--- src/common/hrp_pkg.sv ---
// shared constants for the hardware-response port and its clock blocks
package hrp_pkg;
  localparam int HRP_REF_CLK_MHZ = 100;
  localparam int HRP_CNT_W = 16;
  localparam int HRP_NUM_CB = 6;
  localparam int HRP_CB_DIV_W = 8;
  localparam int HRP_CB_SEL_W = 3;
  localparam int HRP_PORT_W_DEF = 4;
  localparam int HRP_XFER_W_DEF = 32;
  localparam int HRP_BUF_W_DEF = 48;
  localparam logic [2:0] HRP_CB_SEL_RESET = 3'h0;
  localparam logic [15:0] HRP_CNT_RESET = 16'h0000;
  localparam logic [7:0] HRP_CB_DIV_RESET = 8'h00;

  typedef enum logic [1:0] {
    HRP_IDLE = 2'b00,
    HRP_WAIT = 2'b01,
    HRP_RUN = 2'b10,
    HRP_PUSH = 2'b11
  } hrp_state_t;
endpackage

--- src/hw/hrp_buf2.sv ---
// two-entry buffer with valid/ready on both sides and registered outputs
`timescale 1ns/1ns
module hrp_buf2 #(
  parameter int WIDTH = 48
) (
  input wire logic clk_sys,
  input wire logic reset,
  input wire logic in_valid,
  output logic in_ready,
  input wire logic [WIDTH-1:0] in_data,
  output logic out_valid,
  input wire logic out_ready,
  output logic [WIDTH-1:0] out_data
);
  logic valid1;
  logic [WIDTH-1:0] data1;
  logic push;
  logic pop;

  assign push = in_valid & in_ready;
  assign pop = out_valid & out_ready;

  // ready only depends on the back slot, so no combinational path from out_ready
  always_ff @(posedge clk_sys or posedge reset)
  begin
    if (reset)
    begin
      out_valid <= 1'b0;
      valid1 <= 1'b0;
      in_ready <= 1'b1;
      out_data <= '0;
      data1 <= '0;
    end
    else
    begin
      if (pop)
      begin
        out_valid <= valid1 | push;
        out_data <= valid1 ? data1 : in_data;
        valid1 <= valid1 & push;
        if (valid1 & push)
          data1 <= in_data;
        in_ready <= 1'b1;
      end
      else if (push)
      begin
        if (!out_valid)
        begin
          out_valid <= 1'b1;
          out_data <= in_data;
        end
        else
        begin
          valid1 <= 1'b1;
          data1 <= in_data;
          in_ready <= 1'b0;
        end
      end
    end
  end
endmodule

--- src/hw/hrp_port.sv ---
// hardware-response port with serializer, port counter and six clock blocks
`timescale 1ns/1ns
// Summary of operation
// - port width is a parameter: 1, 4, 8, 16 or 32 pins.
// - one direction setting covers every pin of the port.
// - drives pins or samples them, optionally waiting for a pin match.
// - a command is taken in one cycle when the port is idle.
// - open-drain: zero pulls low, one releases; chosen per port.
// - input data passes a serializer and transfer register, then a buffer.
// - a 16-bit port counter can time the transfer.
// - counter readable always; a command may wait for a given count.
// - each transfer captures the counter value as a timestamp.
// - an enabled link on the pins disables the port.
// - a narrower enabled port takes precedence on shared pins.
// - unshared pins stay usable by this wider port.
// - transfers keep nominal width even with pins taken.
// - six clock blocks; block 0 is the 100 MHz reference.
// - blocks 1 to 5 run at their own programmed rate.
// - a block may take its clock from an external 1-bit pin.
// - an external clock may be divided by a programmed value.
// - strobe in qualifies input samples; strobe out marks output data.
// - after reset the port runs from clock block 0.
// - pin events are signalled directly to the scheduler.
module hrp_port
  import hrp_pkg::*;
#(
  parameter int PORT_W = HRP_PORT_W_DEF,
  parameter int XFER_W = HRP_XFER_W_DEF
) (
  input wire logic clk_sys,
  input wire logic reset,
  input wire logic [PORT_W-1:0] pin_in,
  output logic [PORT_W-1:0] pin_out,
  output logic [PORT_W-1:0] pin_oe,
  input wire logic strobe_in,
  output logic strobe_out,
  input wire logic ext_clk_pin,
  input wire logic link_enable,
  input wire logic [PORT_W-1:0] narrow_taken,
  input wire logic dir_out,
  input wire logic open_drain,
  input wire logic strobe_in_en,
  input wire logic [2:0] clk_sel,
  input wire logic clk_sel_load,
  input wire logic [HRP_NUM_CB-2:0] cb_use_ext,
  input wire logic [(HRP_NUM_CB-1)*HRP_CB_DIV_W-1:0] cb_div,
  input wire logic cmd_valid,
  output logic cmd_ready,
  input wire logic [XFER_W-1:0] cmd_data,
  input wire logic cmd_timed,
  input wire logic [15:0] cmd_time,
  input wire logic cmd_cond_en,
  input wire logic [PORT_W-1:0] cmd_cond_val,
  output logic rsp_valid,
  input wire logic rsp_ready,
  output logic [XFER_W-1:0] rsp_data,
  output logic [15:0] rsp_stamp,
  output logic [15:0] port_count,
  output logic [15:0] last_stamp,
  output logic event_pulse
);
  localparam int NBEAT = XFER_W / PORT_W;
  localparam int BEAT_W = $clog2(NBEAT + 1);
  localparam logic [BEAT_W-1:0] LAST_BEAT = BEAT_W'(NBEAT - 1);

  // pin and external clock synchronisers
  logic [PORT_W-1:0] pin_meta;
  logic [PORT_W-1:0] pin_sync;
  logic strobe_meta;
  logic strobe_sync;
  logic ext_meta;
  logic ext_sync;
  logic ext_prev;
  logic ext_edge;

  always_ff @(posedge clk_sys or posedge reset)
  begin
    if (reset)
    begin
      pin_meta <= '0;
      pin_sync <= '0;
      strobe_meta <= 1'b0;
      strobe_sync <= 1'b0;
      ext_meta <= 1'b0;
      ext_sync <= 1'b0;
      ext_prev <= 1'b0;
    end
    else
    begin
      pin_meta <= pin_in;
      pin_sync <= pin_meta;
      strobe_meta <= strobe_in;
      strobe_sync <= strobe_meta;
      ext_meta <= ext_clk_pin;
      ext_sync <= ext_meta;
      ext_prev <= ext_sync;
    end
  end

  assign ext_edge = ext_sync & ~ext_prev;

  // clock blocks: block 0 ticks every reference cycle
  logic [HRP_NUM_CB-1:0] cb_tick;
  assign cb_tick[0] = 1'b1;

  genvar gi;
  generate
    for (gi = 1; gi < HRP_NUM_CB; gi++)
    begin : g_cb
      logic [HRP_CB_DIV_W-1:0] div_cnt;
      logic [HRP_CB_DIV_W-1:0] div_val;
      logic src_event;
      logic tick;
      assign div_val = cb_div[(gi-1)*HRP_CB_DIV_W +: HRP_CB_DIV_W];
      assign src_event = cb_use_ext[gi-1] ? ext_edge : 1'b1;
      always_ff @(posedge clk_sys or posedge reset)
      begin
        if (reset)
        begin
          div_cnt <= HRP_CB_DIV_RESET;
          tick <= 1'b0;
        end
        else
        begin
          tick <= 1'b0;
          if (src_event)
          begin
            // divide by div_val+1, applied to either source
            if (div_cnt >= div_val)
            begin
              div_cnt <= HRP_CB_DIV_RESET;
              tick <= 1'b1;
            end
            else
              div_cnt <= div_cnt + 1'b1;
          end
        end
      end
      assign cb_tick[gi] = tick;
    end
  endgenerate

  // clock block attachment, block 0 from reset
  logic [2:0] clk_src;
  logic port_tick;

  always_ff @(posedge clk_sys or posedge reset)
  begin
    if (reset)
      clk_src <= HRP_CB_SEL_RESET;
    else if (clk_sel_load && clk_sel < 3'(HRP_NUM_CB))
      clk_src <= clk_sel;
  end

  assign port_tick = cb_tick[clk_src];

  // port counter
  always_ff @(posedge clk_sys or posedge reset)
  begin
    if (reset)
      port_count <= HRP_CNT_RESET;
    else if (port_tick)
      port_count <= port_count + 16'h0001;
  end

  // pin ownership: link first, then narrower ports, then this one
  logic [PORT_W-1:0] usable;
  logic [PORT_W-1:0] in_val;
  assign usable = ~narrow_taken & {PORT_W{~link_enable}};
  // taken pins read as zero so the word keeps its full width
  assign in_val = pin_sync & usable;

  // transfer engine
  hrp_state_t state;
  logic xfer_write;
  logic xfer_timed;
  logic [15:0] xfer_time;
  logic xfer_cond;
  logic [PORT_W-1:0] xfer_cond_val;
  logic [XFER_W-1:0] shreg;
  logic [BEAT_W-1:0] beat;
  logic [PORT_W-1:0] out_val;
  logic time_ok;
  logic cond_met;
  logic start_ok;
  logic sample_ok;
  logic buf_in_ready;
  logic [XFER_W+15:0] buf_out;

  assign time_ok = ~xfer_timed | (port_count == xfer_time);
  assign cond_met = in_val == xfer_cond_val;
  assign start_ok = time_ok & (xfer_write | ~xfer_cond | cond_met);
  assign sample_ok = ~strobe_in_en | strobe_sync;

  always_ff @(posedge clk_sys or posedge reset)
  begin
    if (reset)
    begin
      state <= HRP_IDLE;
      cmd_ready <= 1'b1;
      xfer_write <= 1'b0;
      xfer_timed <= 1'b0;
      xfer_time <= HRP_CNT_RESET;
      xfer_cond <= 1'b0;
      xfer_cond_val <= '0;
      shreg <= '0;
      beat <= '0;
    end
    else
    begin
      case (state)
        HRP_IDLE:
        begin
          // single-cycle acceptance while idle
          if (cmd_valid)
          begin
            cmd_ready <= 1'b0;
            xfer_write <= dir_out;
            xfer_timed <= cmd_timed;
            xfer_time <= cmd_time;
            xfer_cond <= cmd_cond_en;
            xfer_cond_val <= cmd_cond_val;
            shreg <= cmd_data;
            beat <= '0;
            state <= HRP_WAIT;
          end
        end
        HRP_WAIT:
        begin
          if (port_tick && start_ok)
            state <= HRP_RUN;
        end
        HRP_RUN:
        begin
          if (port_tick && (xfer_write || sample_ok))
          begin
            // lsb beat first in both directions
            if (!xfer_write)
              shreg <= {in_val, shreg[XFER_W-1:PORT_W]};
            else
              shreg <= shreg >> PORT_W;
            beat <= beat + 1'b1;
            if (beat == LAST_BEAT)
            begin
              if (xfer_write)
              begin
                state <= HRP_IDLE;
                cmd_ready <= 1'b1;
              end
              else
                state <= HRP_PUSH;
            end
          end
        end
        HRP_PUSH:
        begin
          // hold here while the buffer is full; no word is dropped
          if (buf_in_ready)
          begin
            state <= HRP_IDLE;
            cmd_ready <= 1'b1;
          end
        end
        default:
        begin
          state <= HRP_IDLE;
          cmd_ready <= 1'b1;
        end
      endcase
    end
  end

  // timestamp taken at the start of each transfer
  always_ff @(posedge clk_sys or posedge reset)
  begin
    if (reset)
      last_stamp <= HRP_CNT_RESET;
    else if (state == HRP_WAIT && port_tick && start_ok)
      last_stamp <= port_count;
  end

  // scheduler event on a met condition or a completed input word
  always_ff @(posedge clk_sys or posedge reset)
  begin
    if (reset)
      event_pulse <= 1'b0;
    else
      event_pulse <= (state == HRP_WAIT && port_tick && start_ok && xfer_cond && !xfer_write)
        || (state == HRP_PUSH && buf_in_ready);
  end

  // output value register and strobe out
  always_ff @(posedge clk_sys or posedge reset)
  begin
    if (reset)
    begin
      out_val <= '0;
      strobe_out <= 1'b0;
    end
    else
    begin
      if (state == HRP_RUN && xfer_write && port_tick)
      begin
        out_val <= shreg[PORT_W-1:0];
        strobe_out <= 1'b1;
      end
      else if (port_tick)
        strobe_out <= 1'b0;
    end
  end

  // pin drivers: open drain only ever pulls low
  always_ff @(posedge clk_sys or posedge reset)
  begin
    if (reset)
    begin
      pin_out <= '0;
      pin_oe <= '0;
    end
    else
    begin
      if (open_drain)
      begin
        pin_out <= '0;
        pin_oe <= ~out_val & usable & {PORT_W{dir_out}};
      end
      else
      begin
        pin_out <= out_val;
        pin_oe <= usable & {PORT_W{dir_out}};
      end
    end
  end

  // input words and their stamps wait here for the core
  hrp_buf2 #(
    .WIDTH(XFER_W + 16)
  ) u_buf (
    .clk_sys(clk_sys),
    .reset(reset),
    .in_valid(state == HRP_PUSH),
    .in_ready(buf_in_ready),
    .in_data({last_stamp, shreg}),
    .out_valid(rsp_valid),
    .out_ready(rsp_ready),
    .out_data(buf_out)
  );

  assign rsp_data = buf_out[XFER_W-1:0];
  assign rsp_stamp = buf_out[XFER_W+15:XFER_W];
endmodule

--- config.mk ---
export PLATFORM = sky130hd
export DESIGN_NAME = hrp_port
export DESIGN_NICKNAME = d
export VERILOG_FILES = /design/src/common/hrp_pkg.sv /design/src/hw/hrp_buf2.sv /design/src/hw/hrp_port.sv
export SDC_FILE = /design/constraint.sdc
export NUM_CORES = 1
export LEC_CHECK = 0
export BUFFER_PORTS_ARGS = -buffer_cell sky130_fd_sc_hd__buf_2
export CAP_MARGIN = 15
export CELL_PAD_IN_SITES_DETAIL_PLACEMENT = 1
export CELL_PAD_IN_SITES_GLOBAL_PLACEMENT = 1
export CORE_ASPECT_RATIO = 0.8
export CORE_UTILIZATION = 30
export DETAILED_ROUTE_END_ITERATION = 10
export GPL_TIMING_DRIVEN = 0
export PLACE_DENSITY_LB_ADDON = 0.25
export SETUP_SLACK_MARGIN = 0.15
export SYNTH_ARGS = -nofsm -noshare
export SYNTH_HDL_FRONTEND = slang
export SYNTH_SLANG_ARGS = --single-unit
--- constraint.sdc ---
create_clock -name clk_sys -period 24.2 [get_ports clk_sys]
set_input_delay 2.42 -clock clk_sys [delete_from_list [all_inputs] [get_ports clk_sys]]
set_output_delay 2.42 -clock clk_sys [all_outputs]
set_load 0.05 [all_outputs]
==> results by stage, run 1 <==
Cells and area:
- The area added between synthesis and finish is 22.6%.
- For this run, the post-layout net count is ~1,500.
- The count of antenna diodes in the layout is 0.
- In the final layout, the share of cells above drive strength 1 is 26.5%.
- The filler cells instantiated in the layout total between 4,000 and 5,000.

GRT:
- Entering global routing, the biggest net connects 108 pins.
- The global-route total usage across every layer is between 15 and 20%.
- The via count of the first global-routing pass came to 9,602.
- The global-route wire length before repair is 55,600 um.
- The total overflow reported by the global router is 0.
- The initial antenna violation count came to 2.

Detailed routing:
- The length of the first detailed-routing pass in iterations is 4.
- The detailed router finished its first iteration with 477 violations.
- The ratio of routed vias to standard cells is 4.72.
- Summing over every cut layer, the via total after detailed routing is 9,126.
- The detailed-route DRC error count is 0.
- The residual antenna-violating net count after detailed routing is 0.
- The final routed wirelength across all metal layers is roughly 35,000 um.
- After detailed routing, the average wire length per cell comes to 18.1 um.

Yosys:
- Counting instances in the post-synthesis netlist gives the leading cell types as sky130_fd_sc_hd__dfrtp_1, sky130_fd_sc_hd__nand2_1, sky130_fd_sc_hd__o21ai_0.
- Summing the areas of all compound-gate instances in the mapped netlist gives between 8 and 9% of the synthesized area.
- The post-synthesis instance area is 12,400 sq um.
- The count of different cell masters after synthesis is 53.
- The biggest area contributor in the post-synthesis netlist is sky130_fd_sc_hd__dfrtp_1.
- Of the total synthesized cell area, the portion taken by XOR and XNOR cells is 3.31%.
- For this run, the number of Yosys warnings is 0.
- The number of flops mapped to enable cells by yosys is 0.
- The predominant post-synthesis flop cell is sky130_fd_sc_hd__dfrtp_1.
- The cell count after synthesis came out at 1,117.
- The sequential share of the synthesized area is 54.0%.
- The average footprint of a synthesized cell is approximately 11 sq um.
- The share of flip-flops with an asynchronous set or reset after synthesis is 100%.
- Of the total synthesized cell area, the portion taken by AND, OR, NAND and NOR gates is between 10% and 20%.
- By area, the combinational part of the netlist is dominated by multiplexers.
- Of the post-synthesis cell area, the part taken by muxes is between 10% and 20%.
- The post-synthesis net count is 1,285.
- After Yosys synthesis, full adders, half adders and majority gates account for between 4 and 5% of the synthesized area.
- By area the synthesized netlist is led by sky130_fd_sc_hd__dfrtp_1, sky130_fd_sc_hd__mux2_2, sky130_fd_sc_hd__mux2i_1.
- The area fraction of the dominant cell type after synthesis is 53.5%.
- The library cell with the highest instance count after synthesis is sky130_fd_sc_hd__dfrtp_1.
- Synthesis inferred 268 register bits.

STA:
- The transition at the pin with the smallest max-transition slack is between 0.8 and 0.9 ns.
- The final critical path time including I/O delays and setup is 4.06 ns.
- The final cycle utilization of the critical path is 16.8%.
- The maximum operating frequency is 246 MHz.
- Measured against its own limit, the worst slew margin works out to a little over two fifths.
- Across the routed clock network, the largest skew measured is 0.0103 ns.
- After layout, the worst setup slack is between 20 and 25 ns.
- The number of setup violations in the final report is 0.
- Hold timing on the final database bottoms out at a slack of 0.353 ns.
- The number of slew-limit violations in the final report came to 0.
- Setup repair after global routing left no endpoint under its margin.
- The sum of negative setup slack is 0 ns.
- The final number of hold-violating endpoints is 0.

Critical path:
- The biggest fanout along the worst timing path is 10.
- The element type at the critical path start is a primary input.
- The delay of the slowest cell on the worst path is 0.42 ns.
- The critical path goes through buf_2, nor3b_1, xor2_1, nor4_1, o21ai_1, nor2_4, buf_6, mux2_1.
- The type of the worst setup path is in -> reg.
- The register-to-register setup slack is 21.48 ns.
- The library cell contributing the largest single delay on the critical path is sky130_fd_sc_hd__nor4_1.
- Data on the critical path arrives at its endpoint at 4.51 ns.
- The data required time at the worst endpoint is 24.65 ns.
- The critical path endpoint category is a register.

Worst hold path:
- The path category of the worst min-delay check is reg -> reg.

CTS:
- The master cell of the clock root buffer is sky130_fd_sc_hd__clkbuf_16.
- The number of CTS-inserted buffers is 31.
- The total clock sinks is 268.
- The buffer depth of the longest clock path is 3.
- After clock tree synthesis, the clock-pin slew on the worst setup and hold paths is around 0.060 ns.
- The H-tree depth reported by CTS is 1.
- At the later pin of the worst-skew pair, clock insertion delay measures 0.58 ns.
- The post-CTS repair timing setup buffer count is 0.
- The number of instances resized during post-cts repair is 0.
- The clock tree from TritonCTS is yes.
- The hold buffer count at cts is 0.

Pwr:
- Power spread over the standard cell area amounts to 99.4 nW/um^2.
- The maximum VDD drop is about 0.058 mV.
- The analysis attributes to cell leakage a power of 7.94 nW.
- The internal portion of the total power is 983 uW.
- Combinational logic is responsible for 26.4% of the overall power.
- The net switching power figure is 533 uW.
- The clock share of power is 30.5%.
- The sequential power share is 43.1%.
- Net switching is 35.1% of the power.

Placement:
- Timing analysis after detailed placement gives a worst setup slack of 19.54 ns.
- The global placement routability congestion is ~0.78.
- The count of buffers added on input and output ports is 212.
- The HPWL after detailed placement is 25,700 um.

Die:
- The starting density of the core is 30.5%.
- Pin placement for this block handled 213 I/O pins.
- The initialized floorplan defines 66 standard-cell rows.
- The overall die width is about 230 um.
- The die covers roughly 42,000 sq um.
- The die is 184 um tall.
- The total area inside the core boundary comes to 40,800 sq um.

Status:
- The run finished with clean final reports.

Flow run:
- Across the run, the number of max-cap violations was 0.
[final timing paths]
kind,cells past startpoint,startpoint,endpoint
max,8,link_enable,last_stamp[1]
min,0,strobe_meta,strobe_sync
max reg2reg,8,clk_src[2],shreg[29]
min reg2reg,0,strobe_meta,strobe_sync
max in group asynchronous,4,reset,u_buf.data1[3]
min in group asynchronous,2,reset,ext_prev
[layout make-up]
type / count / area, sq um / area share [%]
Buffer: 44 / 185 / 1.22
Sequential cell: 268 / 6710 / 44.0
Multi-Input combinational cell: 754 / 5350 / 35.1
Inverter: 51 / 199 / 1.31
Timing Repair Buffer: 214 / 1120 / 7.32
Clock buffer: 48 / 920 / 6.03
Clock inverter: 10 / 81.3 / 0.534
Tap cell: 544 / 681 / 4.47
[critical path: cells and delay by family]
kind | cells | cell delay, ns
xor+xnor | 1 | 0.11
compound gates | 1 | 0.26
simple gates | 3 | 1.01
buf+inv | 2 | 0.36
mux | 1 | 0.33
[state kept, by name (all words and copies together), names as in the netlist, 2 cells and up]
name	count
pin_oe	4
g_cb.div_cnt	40
g_cb.tick	5
out_val	4
beat	4
state	2
pin_out	4
xfer_time	16
shreg	32
pin_sync	4
xfer_cond_val	4
u_buf.data1	48
pin_meta	4
last_stamp	16
u_buf.out_data	48
port_count	16
clk_src	3
[placed cells by master (no fill, tap or decap), types with 8 or more instances in the layout]
master	Yosys	layout
sky130_fd_sc_hd__xnor2_1	28	28
sky130_fd_sc_hd__o21ai_0	90	90
sky130_fd_sc_hd__dfrtp_1	266	266
sky130_fd_sc_hd__nand3_1	27	27
sky130_fd_sc_hd__ha_1	47	47
sky130_fd_sc_hd__nor2_1	80	80
sky130_fd_sc_hd__a22o_1	11	11
sky130_fd_sc_hd__nand2b_1	12	12
sky130_fd_sc_hd__a21oi_1	54	54
sky130_fd_sc_hd__nor3_1	14	14
sky130_fd_sc_hd__clkbuf_8	0	8
sky130_fd_sc_hd__and3_1	8	8
sky130_fd_sc_hd__nand2_1	96	96
sky130_fd_sc_hd__clkbuf_16	0	31
sky130_fd_sc_hd__mux2_2	85	85
sky130_fd_sc_hd__clkbuf_1	27	36
sky130_fd_sc_hd__xor2_1	19	19
sky130_fd_sc_hd__mux2i_1	76	76
sky130_fd_sc_hd__nor2b_1	18	18
sky130_fd_sc_hd__buf_2	10	222
sky130_fd_sc_hd__mux2_1	11	11
sky130_fd_sc_hd__nand4_1	10	10
sky130_fd_sc_hd__inv_1	51	50
[power groups by stage]
stage	Sequential (mW)	Clock (mW)	Combinational (mW)
detailed placement	0.662	0	0.407
finish	0.653	0.462	0.400
global route	0.671	0.495	0.455
CTS	0.655	0.478	0.408
floorplan	0.655	0	0.266
global placement	0.658	0	0.390
[routing by layer]
layer	global-route usage, %	vias up	routed length, um
li1	-	4389	-
met1	24.8	4555	17800
met2	25.9	139	15300
met3	2.69	39	1110
met4	3.44	4	634
met5	0	-	27
[logic make-up (layout without fill, tap and decap cells)]
family | Yosys count | after routing
adder cells (fa/ha/maj) | 47 | 47
AO/OA/AOI/OAI | 190 | 190
AND/OR/NAND/NOR | 298 | 298
XOR/XNOR | 47 | 47
multiplexers | 172 | 172
buffers and inverters | 95 | 367
flip-flops | 268 | 268
[through the flow]
stage | power [mW] | util, % | cell area (sq um) | cells
3_3_place_gp | 1.05 | 34.8 | 14200 | 1873
5_1_grt | 1.62 | 37.4 | 15200 | 1933
4_1_cts | 1.54 | 37.4 | 15200 | 1933
6_report | 1.52 | 37.4 | 15200 | 1933
3_5_place_dp | 1.07 | 34.9 | 14200 | 1875
2_1_floorplan | 0.921 | - | 12400 | 1117
No activity file was read; power rests on OpenSTA's default activity.
==> run 2: changes to the inputs <==
Clock period 24.2 ns to 4.1 ns, I/O delays scaled along.
==> run 2 against run 1 <==
  * Sequential cell count stayed put
  * Sequential power increased to 5.9 times the previous value
  * Hold slack worse by 0.28 ns
  * Register-to-register slack lost 20 ns
  * Core utilization grew 0.32 points
  * Sequential share of layout area fell by 0.38 points
  * Die area unchanged
  * Clock skew grew 0.0010 ns
  * Largest cell class unchanged
==> results by stage, run 2 (synthesized netlist as in run 1, its figures left out) <==
Critical path:
- The register-to-register setup slack is 1.37 ns (-20.11 ns).
- The beginning of the worst register-to-register path is clk_src[2].
- The path depth of the worst reg2reg path is 8 (unchanged).
- The data arrival time at the worst-slack endpoint is 3.17 ns (-1.34 ns).
- STA classifies the critical path endpoint as a register.
- The data required time at the worst endpoint is 4.54 ns (-20.11 ns).
- The terminus of the critical flop-to-flop path is shreg[3].
- STA classifies the critical path startpoint as a register.
- The critical path is of the reg -> reg type.
- The biggest fanout along the worst timing path is 10 (unchanged).

Placement:
- The HPWL after detailed placement is 26,400 um (+2.6%).
- The count of input and output buffers is 212 (unchanged).
- The count of placed standard cells including taps is 1,880 (+0.27%).
- The global placement routability congestion came to 0.800 (+2.5%).

CTS:
- The number of CTS-inserted buffers is 30 (-3.2%).
- The hold buffer count at cts was 7 (+7).
- The cell sitting at the root of the clock tree is a sky130_fd_sc_hd__clkbuf_16.
- The clock tree from TritonCTS is yes.
- The post-CTS repair timing setup buffer count is 0 (unchanged).
- The H-tree depth reported by CTS is 1 (unchanged).
- The total clock sinks is 268 (unchanged).
- The insertion delay of the later-clocked pin in the worst-skew pair is 0.57 ns (about the same).
- The number of instances resized during post-cts repair is 0 (unchanged).
- The buffer depth of the longest clock path is 3 (unchanged).
- The clock slew seen by the registers of the worst setup and hold paths is 0.06 ns (about the same).

STA:
- The clock skew is 0.0113 ns (+0.00102 ns).
- For this run, the top clock speed supported by timing is 366 MHz.
- The number of setup violations in the final report is 0 (unchanged).
- The transition at the pin with the smallest max-transition slack was 0.829 ns (-0.0204 ns).
- Setup repair after global routing left no endpoint under its margin.
- The final number of hold-violating endpoints came to 0 (unchanged).
- The worst path uses 66.6% of the clock period.
- The sum of negative setup slack was 0 ns (unchanged).
- The relative slew slack is 44.8% (+1.4 points).
- The number of slew-limit violations in the final report is 0 (unchanged).
- The final critical path time including I/O delays and setup is roughly 2.7 ns.

Detailed routing:
- The detailed-route via count is 9,269 (+1.6%).
- The length of the first detailed-routing pass in iterations is 4 (unchanged).
- The ratio of routed vias to standard cells was 4.76 (+0.89%).
- The per-cell routed wire length is 18.2 um (+0.80%).
- The violation count after the first detailed-routing iteration is 404 (-15%).
- The final routed wirelength across all metal layers is 35,400 um (+1.5%).
- The residual antenna-violating net count after detailed routing is 0 (unchanged).
- The detailed-route DRC error count is 0 (unchanged).

GRT:
- The via count of the first global-routing pass is 9,508 (-0.98%).
- The pin count of the biggest net entering global routing was 40 (-63%).
- The global-route wire length before repair was 55,800 um (+0.40%).
- The global-route total usage across every layer was 16.9% (+0.061 points).
- The initial antenna violation count came to 6 (+4).
- The total overflow reported by the global router came to 0 (unchanged).

Pwr:
- The power density over cell area came to 578 nW/um^2 (+480%).
- The maximum VDD drop came to 0.291 mV (+410%).
- The total leakage power is 7.99 nW (+0.59%).
- The post-layout total power was 8.89 mW (+490%).

Cells and area:
- The fraction of the core area covered by cells at the end of the flow was 37.7% (+0.32 points).
- The count of placed standard cells in the final layout, fillers left out is 1,946 (+0.67%).
- The final net count is 1,543 (+0.72%).
- The fraction of final layout cells sized beyond drive strength 1 is 26.5% (about the same).
- The number of inserted filler cells in the final layout came to 4,598 (+0.15%).
- The library cell used most frequently in the layout, excluding fill and tap cells, is sky130_fd_sc_hd__dfrtp_1.
- In the layout the commonest cells are sky130_fd_sc_hd__dfrtp_1, sky130_fd_sc_hd__buf_2, sky130_fd_sc_hd__nand2_1, sky130_fd_sc_hd__o21ai_0, sky130_fd_sc_hd__mux2_2.
- In the final layout, the registers with the most flip-flops are u_buf.data1 (48), u_buf.out_data (48), g_cb.div_cnt (40).
- From synthesis to final layout, the design area changed by 23.6%.

Flow run:
- The number of maximum-capacitance violations is 0 (unchanged).

Die:
- The number of placed I/O pins is 213 (unchanged).
- The overall die width came to 230 um (unchanged).
- The die outline area is 42,300 sq um (unchanged).
- The total core area is 40,800 sq um (unchanged).
- The starting density of the core is 30.5% (unchanged).
- The number of rows created at floorplan is 66 (unchanged).
- The height of the chip is 184 um (unchanged).

Worst hold path:
- In this run the worst hold path is classified as in -> reg.
- The worst min-delay path startpoint is cmd_time[13].
- The terminating pin of the worst hold path is xfer_time[13].
- The instance count along the most critical hold path is 2 (+2).

Status:
- The run finished with clean final reports.
[run 2: cell count changes in the layout (fill, tap and decap cells not counted), sizes merged]
cell / previous run / this run
clkinv: 7 / 8
clkbuf: 75 / 73
clkinvlp: 1 / 2
inv: 52 / 50
dlygate4sd3: 0 / 7
buf: 231 / 236
diode: 0 / 3
[run 2: report_power, final]
part	internal (mW)	switching, mW	leakage (nW)
registers	3.18	0.658	3.43
clock network	1.54	1.11	0.479
logic	1.03	1.36	4.08
[run 2: how the worst max path moves through the flow]
stage	cells past startpoint	slack, ns	startpoint	end
finish	8	1.37	clk_src[2]	shreg[3]
global placement	2	-1.84	reset	pin_meta[0]
detailed placement	8	1.41	clk_src[2]	shreg[9]
floorplan	1	0.15	reset	beat[0]
global route	8	1.22	clk_src[2]	shreg[1]
CTS	8	1.37	clk_src[2]	shreg[3]
[run 2: area by class of cell]
class	instances	area [sq um]	share of cell area (%)
clock inverters	10	92.6	0.602
flip-flops and latches	268	6710	43.6
clock buffers	46	881	5.73
multi-input cells	754	5350	34.8
diodes	3	7.51	0.0488
repair buffers	226	1270	8.27
well taps	544	681	4.43
inverters	51	195	1.27
plain buffers	44	185	1.20
[run 2: critical path, cell delays in order (launching register included)]
cell	delay [ns]
sky130_fd_sc_hd__dfrtp_1	0.45
sky130_fd_sc_hd__nor2b_1	0.16
sky130_fd_sc_hd__o31a_1	0.31
sky130_fd_sc_hd__nor4b_1	0.46
sky130_fd_sc_hd__o21ba_2	0.19
sky130_fd_sc_hd__clkbuf_1	0.27
sky130_fd_sc_hd__buf_2	0.33
sky130_fd_sc_hd__buf_2	0.31
sky130_fd_sc_hd__a21oi_1	0.12
[run 2: routing by layer]
metal  vias up  part of all wire [%]  GRT usage (%)
li1       4415                     -              -
met1      4653                    50           24.5
met2       145                    45           26.4
met3        52                   3.6           2.89
met4         4                   1.8           3.25
met5         -                 0.076              0
[run 2: metrics by stage]
stage / worst slack, ns / instance area [sq um] / hold WS [ns]
after floorplan: 0.152 / 12400 / 0.331
after global placement: -1.84 / 14200 / 0.336
after detailed placement: 1.41 / 14300 / 0.339
after CTS: 1.37 / 15400 / 0.0333
after global routing: 1.22 / 15400 / 0.0442
final: 1.37 / 15400 / 0.0691
==> run 3: changes to the inputs <==
Clock period 4.1 ns to 2.2 ns, I/O delays scaled along.
==> run 3 against run 2 <==
  * Sequential cell count is the same
  * Clock skew grew 0.0053 ns
  * Clock-buffer cell count shrank 3
  * Largest cell class unchanged
  * Power grew 100%
  * Cell area grew 10%
  * Combinational power grew 140%
  * Highest routed layer is now met4
  * Sequential power grew 85%
==> results by stage, run 3 (synthesized netlist as in run 1, its figures left out) <==
Detailed routing:
- The ratio of routed vias to standard cells came to 4.70 (-1.3%).
- The violation count after the first detailed-routing iteration is 420 (+4.0%).
- The detailed-route via count came to 9,597 (+3.5%).
- The detailed-route DRC error count is 0 (unchanged).
- The residual antenna-violating net count after detailed routing is 0 (unchanged).
- The per-cell routed wire length came to 18.1 um (-0.43%).
- The length of the first detailed-routing pass in iterations is 4 (unchanged).
- The final routed wirelength across all metal layers is 37,000 um (+4.5%).

CTS:
- The total clock sinks is 268 (unchanged).
- The insertion delay of the later-clocked pin in the worst-skew pair is 0.57 ns (about the same).
- The tree is rooted in a sky130_fd_sc_hd__clkbuf_16.
- The number of CTS-inserted buffers came to 29 (-3.3%).
- TritonCTS built the clock tree.
- The clock slew seen by the registers of the worst setup and hold paths is 0.06 ns (about the same).
- The buffer depth of the longest clock path is 3 (unchanged).
- The H-tree depth reported by CTS is 1 (unchanged).

Cells and area:
- Leaving out fill and tap cells, the most frequent cells in the layout are sky130_fd_sc_hd__dfrtp_1, sky130_fd_sc_hd__buf_2, sky130_fd_sc_hd__nand2_1, sky130_fd_sc_hd__o21ai_0.
- The count of antenna diodes in the layout is 0 (-3).
- The total non-filler cell area in the finished layout is 17,000 sq um (+10%).
- The final net count came to 1,644 (+6.5%).
- Leaving out fill and tap cells, the most frequent cell in the layout is sky130_fd_sc_hd__dfrtp_1.
- The number of inserted filler cells in the final layout is 4,501 (-2.1%).
- From synthesis to final layout, the design area changed by 36.3%.
- The fraction of final layout cells sized beyond drive strength 1 is 34.0% (+7.5 points).
- The largest registers in the layout are u_buf.data1 (48), u_buf.out_data (48), g_cb.div_cnt (40).
- The count of placed standard cells in the final layout, fillers left out was 2,042 (+4.9%).

STA:
- The maximum operating frequency was 478 MHz (+31%).
- The number of slew-limit violations in the final report came to 0 (unchanged).
- The final cycle utilization of the critical path came to 95.1% (+28 points).
- The final critical path time including I/O delays and setup is 2.09 ns (-0.639 ns).
- The clock skew is 0.0166 ns (+0.00529 ns).
- The final number of hold-violating endpoints is 0 (unchanged).
- The transition at the pin with the smallest max-transition slack is 0.813 ns (-0.0158 ns).
- The relative slew slack was 45.8% (+1.1 points).
- The number of setup violations in the final report is 0 (unchanged).
- Setup repair after global routing could not meet its margin everywhere.

Pwr:
- The sequential power share is 39.7% (-3.5 points).
- The portion of total power attributed to combinational logic is 31.8% (+4.8 points).
- The clock share of power came to 28.5% (-1.3 points).
- The internal power consumption is 11.6 mW (+100%).
- The net switching power figure came to 6.30 mW (+100%).
- The maximum VDD drop is 0.488 mV (+67%).
- The proportion of total power due to net switching is 35.1% (-0.13 points).
- The power density over cell area is 1060 nW/um^2 (+83%).
- The total leakage power is 8.67 nW (+8.5%).

Critical path:
- STA classifies the critical path endpoint as a register.
- In this run the critical register-to-register path is launched from clk_src[1].
- Broken down by cell family, the worst path's largest delay share belongs to compound AO/OA/AOI/OAI gates.
- The beginning of the critical path is clk_src[1].
- Walking the worst path, the cells encountered are nor2b_4, o31a_1, a211oi_4, buf_6, nand3b_4, nor2_4, buf_8, mux2_1.
- The combined buffer and inverter count along the critical path is 2 (-1).
- The data arrival time at the worst-slack endpoint was 2.55 ns (-0.62 ns).
- The element type at the critical path start is a register.
- The data required time at the worst endpoint came to 2.65 ns (-1.89 ns).
- The biggest fanout along the worst timing path is 10 (unchanged).
- The delay of the slowest cell on the worst path is 0.43 ns (-0.03 ns).
- The worst setup path is of the reg -> reg kind.
- The slowest stage of the critical path belongs to the cell sky130_fd_sc_hd__dfrtp_2.

GRT:
- The pin count of the biggest net entering global routing is 41 (+2.5%).
- The via count of the first global-routing pass is 10,200 (+7.5%).
- The global-route total usage across every layer came to 17.6% (+0.68 points).
- The initial antenna violation count is 0 (-6).
- The global-route wire length before repair is 58,400 um (+4.6%).
- The total overflow reported by the global router is 0 (unchanged).

Flow run:
- The number of maximum-capacitance violations came to 0 (unchanged).

Placement:
- The global placement routability congestion came to 0.784 (-1.9%).
- The post-place instance area came to 14,300 sq um (+0.17%).
- The HPWL after detailed placement is 26,400 um (about the same).
- The count of placed standard cells including taps is 1,881 (+0.053%).
- The count of input and output buffers is 212 (unchanged).

Die:
- The total core area is 40,800 sq um (unchanged).
- The die outline area is 42,300 sq um (unchanged).
- The starting density of the core is 30.5% (unchanged).
- The height of the chip is 184 um (unchanged).
- The overall die width is 230 um (unchanged).
- The number of rows created at floorplan is 66 (unchanged).
- The number of placed I/O pins is 213 (unchanged).

Status:
- The run finished with clean final reports.

Worst hold path:
- The worst min-delay path startpoint is cmd_data[9].
- The path class of the tightest hold or removal check is in -> reg.
## run 3: metal layers
metal  vias up  wire [um]  track usage, %
met1      4785      18500            25.8
met4         0        671            3.81
met2       166      16400            27.2
li1       4606          -               -
met5         -          0               0
met3        40       1460            2.77
## run 3: worst register-to-register path: cells and delay by family, from the launching register on
kind / cells / cell delay (ns)
buf+inv: 2 / 0.32
mux: 1 / 0.34
compound gates: 2 / 0.52
flops: 1 / 0.43
simple gates: 3 / 0.38
## run 3: worst paths after layout
check	endpoint	slack [ns]	cells past startpoint
max	last_stamp[0]	0.11	8
min	shreg[9]	0.03	3
max reg2reg	last_stamp[0]	0.11	8
min reg2reg	ext_sync	0.34	0
max in group asynchronous	xfer_cond_val[2]	0.74	7
min in group asynchronous	u_buf.data1[15]	0.21	3
## run 3: power groups by stage
stage / registers (mW) / logic (mW) / clock network, mW
after floorplan: 7.20 / 2.93 / 0
after global placement: 7.24 / 4.29 / 0
after detailed placement: 7.27 / 4.52 / 0
after CTS: 7.11 / 5.15 / 5.30
after global routing: 7.29 / 6.33 / 5.46
final: 7.11 / 5.70 / 5.12
## run 3: cell type report
class	instances	area [sq um]	area share, %
Timing Repair Buffer	329	2280	13.5
Inverter	51	195	1.15
Buffer	43	315	1.86
Tap cell	544	681	4.02
Sequential cell	268	6730	39.7
Multi-Input combinational cell	754	5750	33.9
Clock inverter	10	134	0.790
Clock buffer	43	858	5.06
## run 3: repair_timing
item,CTS,global route
hold endpoints to repair,155,0
hold buffers,73,0
endpoints found under the setup margin,194,161
pin swaps,8,26
resized for setup,79,107
setup buffers,20,15
gates cloned,0,1
## run 3: through the flow
step	utilization, %	power [mW]	hold slack, ns	TNS, ns	setup WS, ns
finish	41.6	17.9	0.0326	0	0.107
global placement	34.8	11.5	0.329	-979.96	-3.55
global route	41.6	19.1	0.0211	-0.0829	-0.0203
detailed placement	35.2	11.8	0.247	-42.79	-0.482
floorplan	-	10.1	0.251	-416.18	-1.56
CTS	40.4	17.6	0.000620	0	0.0236
